File: config.mk
export PLATFORM = sky130hd
export DESIGN_NAME = aas_alu_subset
export DESIGN_NICKNAME = d
export VERILOG_FILES = /design/src/rtl/aas_alu_subset.v
export VERILOG_INCLUDE_DIRS = /design/src /design/src/common
export SDC_FILE = /design/constraint.sdc
export NUM_CORES = 2
export LEC_CHECK = 0
export BUFFER_PORTS_ARGS = -buffer_cell sky130_fd_sc_hd__buf_2
export CORE_UTILIZATION = 65
export DETAILED_ROUTE_END_ITERATION = 8
export PLACE_DENSITY = 0.83
export SETUP_SLACK_MARGIN = 0.5
export SKIP_CTS_REPAIR_TIMING = 1
export SYNTH_ARGS = -nofsm -noshare
export SYNTH_HDL_FRONTEND = slang
export SYNTH_SLANG_ARGS = --single-unit
File: constraint.sdc
create_clock -name clk_i -period 22.4 [get_ports clk_i]
set_input_delay 2.24 -clock clk_i [delete_from_list [all_inputs] [get_ports clk_i]]
set_output_delay 2.24 -clock clk_i [all_outputs]
set_load 0.02 [all_outputs]
File: src/common/aas_defines.vh
/*
  Constants for the accumulator datapath subset: register byte offsets,
  status bit positions, instruction word fields, opcodes and reset values.
  Assumes a 32-bit AHB-Lite slave decoding 12 address bits.
*/
`ifndef AAS_DEFINES_VH
`define AAS_DEFINES_VH

// register byte offsets
`define AAS_OFS_ACCUM      12'h000
`define AAS_OFS_STATUS     12'h004
`define AAS_OFS_INSTR      12'h008
`define AAS_OFS_DIR_A      12'h00C
`define AAS_OFS_DIR_B      12'h010
`define AAS_OFS_DIR_C      12'h014
`define AAS_OFS_WATCHDOG   12'h018
`define AAS_OFS_CTRL       12'h01C
// file registers: base + 4 * file address, 128 entries
`define AAS_OFS_FILE_BASE  12'h200
`define AAS_FILE_SEL_HI    11
`define AAS_FILE_SEL_LO    9
`define AAS_FILE_SEL_VAL   3'h1

// status bit positions
`define AAS_ST_CARRY       0
`define AAS_ST_HALF_CARRY  1
`define AAS_ST_ZERO        2
`define AAS_ST_POWERDOWN   3
`define AAS_ST_TIMEOUT     4
`define AAS_ST_SLEEPING    5

// instruction word fields
`define AAS_IN_OPERAND_HI  7
`define AAS_IN_OPERAND_LO  0
`define AAS_IN_OPCODE_HI   11
`define AAS_IN_OPCODE_LO   8
`define AAS_IN_DEST        12
`define AAS_CTRL_WAKE      0

// opcodes
`define AAS_OP_LITERAL_SUBTRACT   4'h0
`define AAS_OP_REGISTER_SUBTRACT  4'h1
`define AAS_OP_SUBTRACT_BORROW    4'h2
`define AAS_OP_NIBBLE_SWAP        4'h3
`define AAS_OP_LITERAL_XOR        4'h4
`define AAS_OP_REGISTER_XOR       4'h5
`define AAS_OP_PORT_DIRECTION     4'h6
`define AAS_OP_POWERDOWN_ENTRY    4'h7

// port direction operands
`define AAS_DIR_SEL_A      8'h05
`define AAS_DIR_SEL_B      8'h06
`define AAS_DIR_SEL_C      8'h07

// reset values
`define AAS_RST_BYTE       8'h00
`define AAS_RST_DIR        8'hFF
`define AAS_RST_WORD       32'h0000_0000
`define AAS_WATCHDOG_CLEAR 8'h00

`endif

File: src/rtl/aas_alu_subset.v
/*
  Execution datapath for a subset of an 8-bit accumulator core: subtracts,
  nibble swap, exclusive-ORs, port-direction loads and power-down entry,
  plus a small watchdog and 128 file registers, all reached over AHB-Lite.
  Assumes one 200 MHz clock, a single AHB-Lite master, word transfers only.
*/
// The AHB-Lite slave port and the register addresses were left to the implementer.
`timescale 1ns/1ps
`include "aas_defines.vh"

// Notes on behaviour
// - literal-subtract puts literal minus accumulator into the accumulator and updates C, DC, Z.
// - for literal-subtract C is 0 when the accumulator exceeds the literal, DC likewise on nibbles.
// - power-down entry zeroes the watchdog counter and prescaler, sets timeout and clears powerdown.
// - after power-down entry the core sleeps, ignoring instruction writes with its watchdog frozen, until woken.
// - register-subtract puts file minus accumulator into the accumulator or the file by dest bit.
// - for register-subtract C and DC compare accumulator and file as above, and Z is updated.
// - subtract-with-borrow takes file minus accumulator minus inverted carry, updating C, DC, Z.
// - nibble-swap exchanges the file register's nibbles into the destination, flags untouched.
// - literal exclusive-OR puts accumulator xor literal in the accumulator, touching only Z.
// - register exclusive-OR puts accumulator xor file into the destination, touching only Z.
// - port-direction load copies the accumulator to port A, B or C direction for operand 5, 6, 7.
module aas_alu_subset (
  input  wire        clk_i,
  input  wire        resetn_i,
  input  wire        hsel_i,
  input  wire [31:0] haddr_i,
  input  wire [1:0]  htrans_i,
  input  wire        hwrite_i,
  input  wire [2:0]  hsize_i,
  input  wire [31:0] hwdata_i,
  input  wire        hready_i,
  output wire [31:0] hrdata_o,
  output wire        hreadyout_o,
  output wire        hresp_o,
  output wire        sleep_o,
  output wire [7:0]  port_a_direction_o,
  output wire [7:0]  port_b_direction_o,
  output wire [7:0]  port_c_direction_o,
  output wire [7:0]  watchdog_counter_o
);

  ////////////////////////////////////////////////////////////////////////////
  // functions

  // {carry, half_carry, result} of a - b - (1 - cin), two's complement
  function [9:0] sub_flags;
    input [7:0] a;
    input [7:0] b;
    input       cin;
    reg   [8:0] full;
    reg   [4:0] low;
    begin
      full = {1'b0, a} + {1'b0, ~b} + {8'h00, cin};
      low  = {1'b0, a[3:0]} + {1'b0, ~b[3:0]} + {4'h0, cin};
      sub_flags = {full[8], low[4], full[7:0]};
    end
  endfunction

  function is_zero;
    input [7:0] v;
    begin
      is_zero = (v == 8'h00);
    end
  endfunction

  function is_file_addr;
    input [11:0] a;
    begin
      is_file_addr = (a[`AAS_FILE_SEL_HI:`AAS_FILE_SEL_LO] == `AAS_FILE_SEL_VAL);
    end
  endfunction

  ////////////////////////////////////////////////////////////////////////////
  // state

  reg [31:0] hrdata_reg;
  reg        hreadyout_reg;
  reg        hresp_reg;
  reg        wr_pend_reg;
  reg [11:0] wr_addr_reg;

  reg [7:0]  accum_reg;
  reg [7:0]  accum_next;
  reg        carry_reg;
  reg        carry_next;
  reg        half_carry_reg;
  reg        half_carry_next;
  reg        zero_reg;
  reg        zero_next;
  reg        powerdown_status_flag_reg;
  reg        powerdown_status_flag_next;
  reg        timeout_status_flag_reg;
  reg        timeout_status_flag_next;
  reg        sleep_reg;
  reg        sleep_next;
  reg [7:0]  dir_a_reg;
  reg [7:0]  dir_a_next;
  reg [7:0]  dir_b_reg;
  reg [7:0]  dir_b_next;
  reg [7:0]  dir_c_reg;
  reg [7:0]  dir_c_next;
  reg [7:0]  watchdog_counter_reg;
  reg [7:0]  watchdog_counter_next;
  reg [7:0]  prescaler_reg;
  reg [7:0]  prescaler_next;

  reg [7:0]  file_mem [0:127];
  reg        file_we;
  reg [6:0]  file_wa;
  reg [7:0]  file_wd;

  wire [7:0] status_byte;
  wire       addr_taken;
  wire       wr_commit;
  wire [3:0] op;
  wire [7:0] operand;
  wire       dest_file;
  wire [6:0] file_addr;
  wire [7:0] file_val;
  wire [9:0] sub_lit;
  wire [9:0] sub_file;
  wire [9:0] sub_borrow;
  wire [7:0] swapped;
  wire [7:0] xor_lit;
  wire [7:0] xor_file;

  assign status_byte = {2'b00, sleep_reg, timeout_status_flag_reg,
                        powerdown_status_flag_reg, zero_reg, half_carry_reg, carry_reg};

  ////////////////////////////////////////////////////////////////////////////
  // AHB-Lite slave: reads answer without wait; writes insert one wait state

  assign addr_taken = hsel_i & htrans_i[1] & hready_i;
  assign wr_commit  = wr_pend_reg;

  function [31:0] read_mux;
    input [11:0] a;
    begin
      read_mux = `AAS_RST_WORD;
      if (is_file_addr(a))
        read_mux = {24'h00_0000, file_mem[a[8:2]]};
      else
      begin
        case (a)
          `AAS_OFS_ACCUM:    read_mux = {24'h00_0000, accum_reg};
          `AAS_OFS_STATUS:   read_mux = {24'h00_0000, status_byte};
          `AAS_OFS_DIR_A:    read_mux = {24'h00_0000, dir_a_reg};
          `AAS_OFS_DIR_B:    read_mux = {24'h00_0000, dir_b_reg};
          `AAS_OFS_DIR_C:    read_mux = {24'h00_0000, dir_c_reg};
          `AAS_OFS_WATCHDOG: read_mux = {24'h00_0000, watchdog_counter_reg};
          default:           read_mux = `AAS_RST_WORD;
        endcase
      end
    end
  endfunction

  always @(posedge clk_i or negedge resetn_i)
  begin
    if (!resetn_i)
    begin
      hrdata_reg    <= `AAS_RST_WORD;
      hreadyout_reg <= 1'b1;
      hresp_reg     <= 1'b0;
      wr_pend_reg   <= 1'b0;
      wr_addr_reg   <= 12'h000;
    end
    else
    begin
      hresp_reg <= 1'b0;
      if (wr_pend_reg)
      begin
        wr_pend_reg   <= 1'b0;
        hreadyout_reg <= 1'b1;
      end
      else if (addr_taken && hwrite_i)
      begin
        wr_pend_reg   <= 1'b1;
        wr_addr_reg   <= {haddr_i[11:2], 2'b00};
        hreadyout_reg <= 1'b0;
      end
      else if (addr_taken)
        hrdata_reg <= read_mux({haddr_i[11:2], 2'b00});
    end
  end

  ////////////////////////////////////////////////////////////////////////////
  // datapath

  assign op        = hwdata_i[`AAS_IN_OPCODE_HI:`AAS_IN_OPCODE_LO];
  assign operand   = hwdata_i[`AAS_IN_OPERAND_HI:`AAS_IN_OPERAND_LO];
  assign dest_file = hwdata_i[`AAS_IN_DEST];
  assign file_addr = operand[6:0];
  assign file_val  = file_mem[file_addr];

  assign sub_lit    = sub_flags(operand, accum_reg, 1'b1);
  assign sub_file   = sub_flags(file_val, accum_reg, 1'b1);
  assign sub_borrow = sub_flags(file_val, accum_reg, carry_reg);
  assign swapped    = {file_val[3:0], file_val[7:4]};
  assign xor_lit    = accum_reg ^ operand;
  assign xor_file   = accum_reg ^ file_val;

  always @*
  begin
    accum_next                 = accum_reg;
    carry_next                 = carry_reg;
    half_carry_next            = half_carry_reg;
    zero_next                  = zero_reg;
    powerdown_status_flag_next = powerdown_status_flag_reg;
    timeout_status_flag_next   = timeout_status_flag_reg;
    sleep_next                 = sleep_reg;
    dir_a_next                 = dir_a_reg;
    dir_b_next                 = dir_b_reg;
    dir_c_next                 = dir_c_reg;
    file_we                    = 1'b0;
    file_wa                    = wr_addr_reg[8:2];
    file_wd                    = hwdata_i[7:0];
    // watchdog runs only while the core is awake
    prescaler_next             = sleep_reg ? prescaler_reg : prescaler_reg + 8'h01;
    watchdog_counter_next      = watchdog_counter_reg;
    if (!sleep_reg && prescaler_reg == 8'hFF)
      watchdog_counter_next = watchdog_counter_reg + 8'h01;

    if (wr_commit)
    begin
      if (is_file_addr(wr_addr_reg))
        file_we = 1'b1;
      else
      begin
        case (wr_addr_reg)
          `AAS_OFS_ACCUM:  accum_next = hwdata_i[7:0];
          `AAS_OFS_STATUS:
          begin
            carry_next                 = hwdata_i[`AAS_ST_CARRY];
            half_carry_next            = hwdata_i[`AAS_ST_HALF_CARRY];
            zero_next                  = hwdata_i[`AAS_ST_ZERO];
            powerdown_status_flag_next = hwdata_i[`AAS_ST_POWERDOWN];
            timeout_status_flag_next   = hwdata_i[`AAS_ST_TIMEOUT];
          end
          `AAS_OFS_DIR_A:  dir_a_next = hwdata_i[7:0];
          `AAS_OFS_DIR_B:  dir_b_next = hwdata_i[7:0];
          `AAS_OFS_DIR_C:  dir_c_next = hwdata_i[7:0];
          `AAS_OFS_CTRL:
            if (hwdata_i[`AAS_CTRL_WAKE])
              sleep_next = 1'b0;
          `AAS_OFS_INSTR:
            // a sleeping core executes nothing
            if (!sleep_reg)
            begin
              file_wa = file_addr;
              case (op)
                `AAS_OP_LITERAL_SUBTRACT:
                begin
                  accum_next      = sub_lit[7:0];
                  carry_next      = sub_lit[9];
                  half_carry_next = sub_lit[8];
                  zero_next       = is_zero(sub_lit[7:0]);
                end
                `AAS_OP_REGISTER_SUBTRACT:
                begin
                  if (dest_file)
                    file_we = 1'b1;
                  else
                    accum_next = sub_file[7:0];
                  file_wd         = sub_file[7:0];
                  carry_next      = sub_file[9];
                  half_carry_next = sub_file[8];
                  zero_next       = is_zero(sub_file[7:0]);
                end
                `AAS_OP_SUBTRACT_BORROW:
                begin
                  if (dest_file)
                    file_we = 1'b1;
                  else
                    accum_next = sub_borrow[7:0];
                  file_wd         = sub_borrow[7:0];
                  carry_next      = sub_borrow[9];
                  half_carry_next = sub_borrow[8];
                  zero_next       = is_zero(sub_borrow[7:0]);
                end
                `AAS_OP_NIBBLE_SWAP:
                begin
                  if (dest_file)
                    file_we = 1'b1;
                  else
                    accum_next = swapped;
                  file_wd = swapped;
                end
                `AAS_OP_LITERAL_XOR:
                begin
                  accum_next = xor_lit;
                  zero_next  = is_zero(xor_lit);
                end
                `AAS_OP_REGISTER_XOR:
                begin
                  if (dest_file)
                    file_we = 1'b1;
                  else
                    accum_next = xor_file;
                  file_wd   = xor_file;
                  zero_next = is_zero(xor_file);
                end
                `AAS_OP_PORT_DIRECTION:
                begin
                  case (operand)
                    `AAS_DIR_SEL_A: dir_a_next = accum_reg;
                    `AAS_DIR_SEL_B: dir_b_next = accum_reg;
                    `AAS_DIR_SEL_C: dir_c_next = accum_reg;
                    default:        dir_a_next = dir_a_reg;
                  endcase
                end
                `AAS_OP_POWERDOWN_ENTRY:
                begin
                  watchdog_counter_next      = `AAS_WATCHDOG_CLEAR;
                  prescaler_next             = `AAS_WATCHDOG_CLEAR;
                  timeout_status_flag_next   = 1'b1;
                  powerdown_status_flag_next = 1'b0;
                  sleep_next                 = 1'b1;
                end
                default:
                  accum_next = accum_reg;
              endcase
            end
          default:
            accum_next = accum_reg;
        endcase
      end
    end
  end

  ////////////////////////////////////////////////////////////////////////////
  // registers

  always @(posedge clk_i or negedge resetn_i)
  begin
    if (!resetn_i)
    begin
      accum_reg                 <= `AAS_RST_BYTE;
      carry_reg                 <= 1'b0;
      half_carry_reg            <= 1'b0;
      zero_reg                  <= 1'b0;
      powerdown_status_flag_reg <= 1'b1;
      timeout_status_flag_reg   <= 1'b1;
      sleep_reg                 <= 1'b0;
      dir_a_reg                 <= `AAS_RST_DIR;
      dir_b_reg                 <= `AAS_RST_DIR;
      dir_c_reg                 <= `AAS_RST_DIR;
      watchdog_counter_reg      <= `AAS_RST_BYTE;
      prescaler_reg             <= `AAS_RST_BYTE;
    end
    else
    begin
      accum_reg                 <= accum_next;
      carry_reg                 <= carry_next;
      half_carry_reg            <= half_carry_next;
      zero_reg                  <= zero_next;
      powerdown_status_flag_reg <= powerdown_status_flag_next;
      timeout_status_flag_reg   <= timeout_status_flag_next;
      sleep_reg                 <= sleep_next;
      dir_a_reg                 <= dir_a_next;
      dir_b_reg                 <= dir_b_next;
      dir_c_reg                 <= dir_c_next;
      watchdog_counter_reg      <= watchdog_counter_next;
      prescaler_reg             <= prescaler_next;
    end
  end

  // file storage carries no reset
  always @(posedge clk_i)
  begin
    if (file_we)
      file_mem[file_wa] <= file_wd;
  end

  assign hrdata_o           = hrdata_reg;
  assign hreadyout_o        = hreadyout_reg;
  assign hresp_o            = hresp_reg;
  assign sleep_o            = sleep_reg;
  assign port_a_direction_o = dir_a_reg;
  assign port_b_direction_o = dir_b_reg;
  assign port_c_direction_o = dir_c_reg;
  assign watchdog_counter_o = watchdog_counter_reg;

endmodule

==> impl_metrics.env <==
export IMPL_syn_area_um2=53700
export IMPL_min_to="zero_reg$_DFFE_PN0P_"
export IMPL_die_y_um=289.4
export IMPL_fp_dieW_um=289.4
export IMPL_synth_top_family_by_area="multiplexers"
export IMPL_initial_utilization_pct=65.50
export IMPL_initialDrtViolationCount=6054
export IMPL_first_global_vias=34300
export IMPL_dpl_instance_area_um2=54870
export IMPL_finalPower_mw=4.800
export IMPL_ioPinCount=141
export IMPL_ys_async_sr_fraction_pct=6.740
export IMPL_grt_start_max_net_pins=129
export IMPL_avgSynthCellArea_um2=17.72
export IMPL_core_um2=81980
export IMPL_gp_congestion=0.9854
export IMPL_max_vdd_ir_drop_mv=0.08631
export IMPL_hpwl_mm=99.73
export IMPL_hold_depth=2
export IMPL_numPortBuffers=70
export IMPL_powerDensity_nw_per_um2=82.00
export IMPL_critical_path_top_cell_by_count="buf_4"
export IMPL_cts_sinks=1098
export IMPL_utilization_pct=71.40
export IMPL_endpoint_kind="flop"
export IMPL_synth_seq_cells=1098
export IMPL_worst_r2r_startpoint="file_mem[59][1]$_DFFE_PP_"
export IMPL_path_cells="buf_8, buf_4, buf_4, mux4_2, a22oi_1, nand2_1, a211oi_1, mux2i_1, ha_1, inv_1, fa_1, inv_1, ha_1, nand2_1, a2111oi_0, o21ai_0, a21oi_1, xor2_1, o22ai_1, nor3_1, a21oi_4, buf_4"
export IMPL_place_inst=4007
export IMPL_cap_violations=0
export IMPL_syn_inst=3031
export IMPL_hold_viol_final=0
export IMPL_drv_slew=0
export IMPL_via_count=34520
export IMPL_cp_slowest_cell="buf_4"
export IMPL_grt_pass1_wl_mm=243.0
export IMPL_slew_headroom_pct=5.472
export IMPL_clk_path_buf_depth=3
export IMPL_place_ws_ps=11010
export IMPL_leakage_nw=18.73
export IMPL_largest_register_ffs=1024
export IMPL_nets=3150
export IMPL_path_delay_family="buffers and inverters"
export IMPL_grtUsageTotal_pct=41.57
export IMPL_ys_warn_count=0
export IMPL_setup_viol=0
export IMPL_reg2reg_to="file_mem[7][4]$_DFFE_PP_"
export IMPL_arrival_ps=11460
export IMPL_synth_simple_area_share_pct=4.821
export IMPL_clock_fmax_ghz=0.08977
export IMPL_criticalPathCategory="primary input to flop"
export IMPL_area_growth_pct=9.006
export IMPL_layout_drive_gt1_share_pct=30.42
export IMPL_synth_xor_area_share_pct=0.5382
export IMPL_synth_area_mux_share_pct=26.51
export IMPL_routed_wl_mm=170.0
export IMPL_cpPeakStageDelay_ps=1010
export IMPL_cts_clk_slew_worst_paths_ps=70
export IMPL_cts_root_buf="clkbuf_16"
export IMPL_ys_types=79
export IMPL_die_area_um2=83760
export IMPL_grt_overflow=0
export IMPL_worstHoldStart="zero_reg$_DFFE_PN0P_"
export IMPL_synthAdderAreaFrac_pct=0.6105
export IMPL_cts_tree="built"
export IMPL_floorplan_rows=105
export IMPL_rsz0062_at_grt="false"
export IMPL_clk_latency_ps=740
export IMPL_ant_nets=0
export IMPL_dr_pass1_iters=8
export IMPL_wl_per_cell_um=40.26
export IMPL_cts_buffers=110
export IMPL_critPathBufInv=6
export IMPL_cts_htree_levels=3
export IMPL_max_slew_worst_pin_slew_ps=1418
export IMPL_finalSetupTns_ps=0
export IMPL_synth_main_ff_cell="edfxtp_1"
export IMPL_min_period_ps=11140
export IMPL_rr_worst_depth=17
export IMPL_timing_final_ws_setup_ps=11260
export IMPL_synth_compound_area_share_pct=4.276
export IMPL_synth_edff_count=1024
export IMPL_r2r_slack_ps=14650
export IMPL_post_route_cell_area_um2=58530
export IMPL_ys_seq_area_share_pct=60.78
export IMPL_timing_final_crit_share_pct=49.73
export IMPL_crit_path_start_kind="primary input"
export IMPL_hold_path_class="flop to flop"
export IMPL_antenna_found_initial=20
export IMPL_via_per_inst=8.175
export IMPL_worstPathMaxFanout=109
export IMPL_worst_hold_slack_ps=484.1
export IMPL_drc=0
export IMPL_worst_ep_required_time_ps=22720
export IMPL_finalClockSkew_ps=68.24
export IMPL_final_cells=4222
export IMPL_status="finished, final reports clean"
cell usage in the layout (no fill, tap or decap), types with 15 or more instances in the layout:
master and instances:
nor2_1 217, a221oi_1 18, nand2_1 168, xnor2_1 15, edfxtp_1 1024, mux4_2 595, mux2i_1 63, conb_1 25
buf_4 54, clkbuf_16 111, nand4_1 15, mux2_2 17, nand2b_1 16, clkinv_2 18, dfrtp_1 47, nand3_1 41
nor2b_1 18, xor2_1 18, inv_1 32, ha_1 23, buf_2 64, clkbuf_1 19, a21oi_1 68, a22oi_1 35
clkinv_1 32, nor3_1 33, dfstp_2 27, o21ai_0 78
worst min-delay path, delay by kind of cell, from the launching register on:
family | cells | cell delay (ps)
DFF | 1 | 350
and+or+nand+nor | 2 | 100
area by class of cell:
class,count,area [µm²]
Clock buffer,133,2890
Sequential cell,1098,32640
Clock inverter,71,713.2
Fill cell,4658,23450
Multi-Input combinational cell,1680,19940
Antenna cell,9,22.52
Timing Repair Buffer,125,853.3
Inverter,36,136.4
Tap cell,1070,1339
worst max path at each step:
stage	from	endpoint	slack, ps	cells after the start
after floorplan	hwdata_i[0]	file_mem[0][3]$_DFFE_PP_	10260	20
after global placement	hwdata_i[0]	file_mem[42][4]$_DFFE_PP_	11280	22
after detailed placement	hwdata_i[0]	file_mem[40][4]$_DFFE_PP_	11010	22
after CTS	hwdata_i[0]	file_mem[7][4]$_DFFE_PP_	11570	22
after global routing	hwdata_i[0]	file_mem[4][4]$_DFFE_PP_	10970	22
final	hwdata_i[0]	file_mem[7][4]$_DFFE_PP_	11260	22
where the power goes:
group / switching [mW] / internal [mW] / total (mW) / leakage [nW]
logic: 0.399 / 0.222 / 0.622 / 6.91
clock network: 0.836 / 1.04 / 1.87 / 1.74
registers: 0.0313 / 2.27 / 2.30 / 10.1
total: 1.27 / 3.53 / 4.80 / 18.7
cells by family (layout without fill, tap and decap cells):
kind of cell	after synthesis	after routing
AOI/OAI and AO/OA	346	346
xor gates and xnor gates	33	33
adders and majority gates	25	25
buffers and inverters	277	365
DFF	1098	1098
muxes	676	676
other	1	34
and+or+nand+nor	575	575
synth_stat cells (all sizes together) (11+ instances only):
master	count	area, µm²
edfxtp	1024	30750
mux4	595	13400
nor2	217	814.5
nand2	168	630.6
buf	137	798.3
clkbuf	104	390.4
o21ai	82	410.4
a21oi	74	370.4
mux2i	63	630.6
dfrtp	47	1176
nand3	41	205.2
a22oi	35	262.8
nor3	35	180.2
inv	33	123.9
dfstp	27	709.4
ha	23	287.8
nor2b	20	125.1
a221oi	19	172.7
mux2	18	202.7
xor2	18	157.7
nand2b	16	100.1
nand4	15	93.84
or2	15	93.84
xnor2	15	131.4
a211oi	13	97.59
a31oi	13	81.33
a22o	12	105.1
a21boi	11	82.58
and3	11	68.82
o211ai	11	82.58
o22ai	11	68.82
layer usage:
metal,track usage [%],vias up,part of all wire (%)
li1,-,12670,-
met2,61.89,3761,45
met3,16.02,957,16
met5,0,-,0.092
met4,27.42,26,8.5
met1,51.17,17100,31
Note: power is estimated with default switching activity, not from simulation.
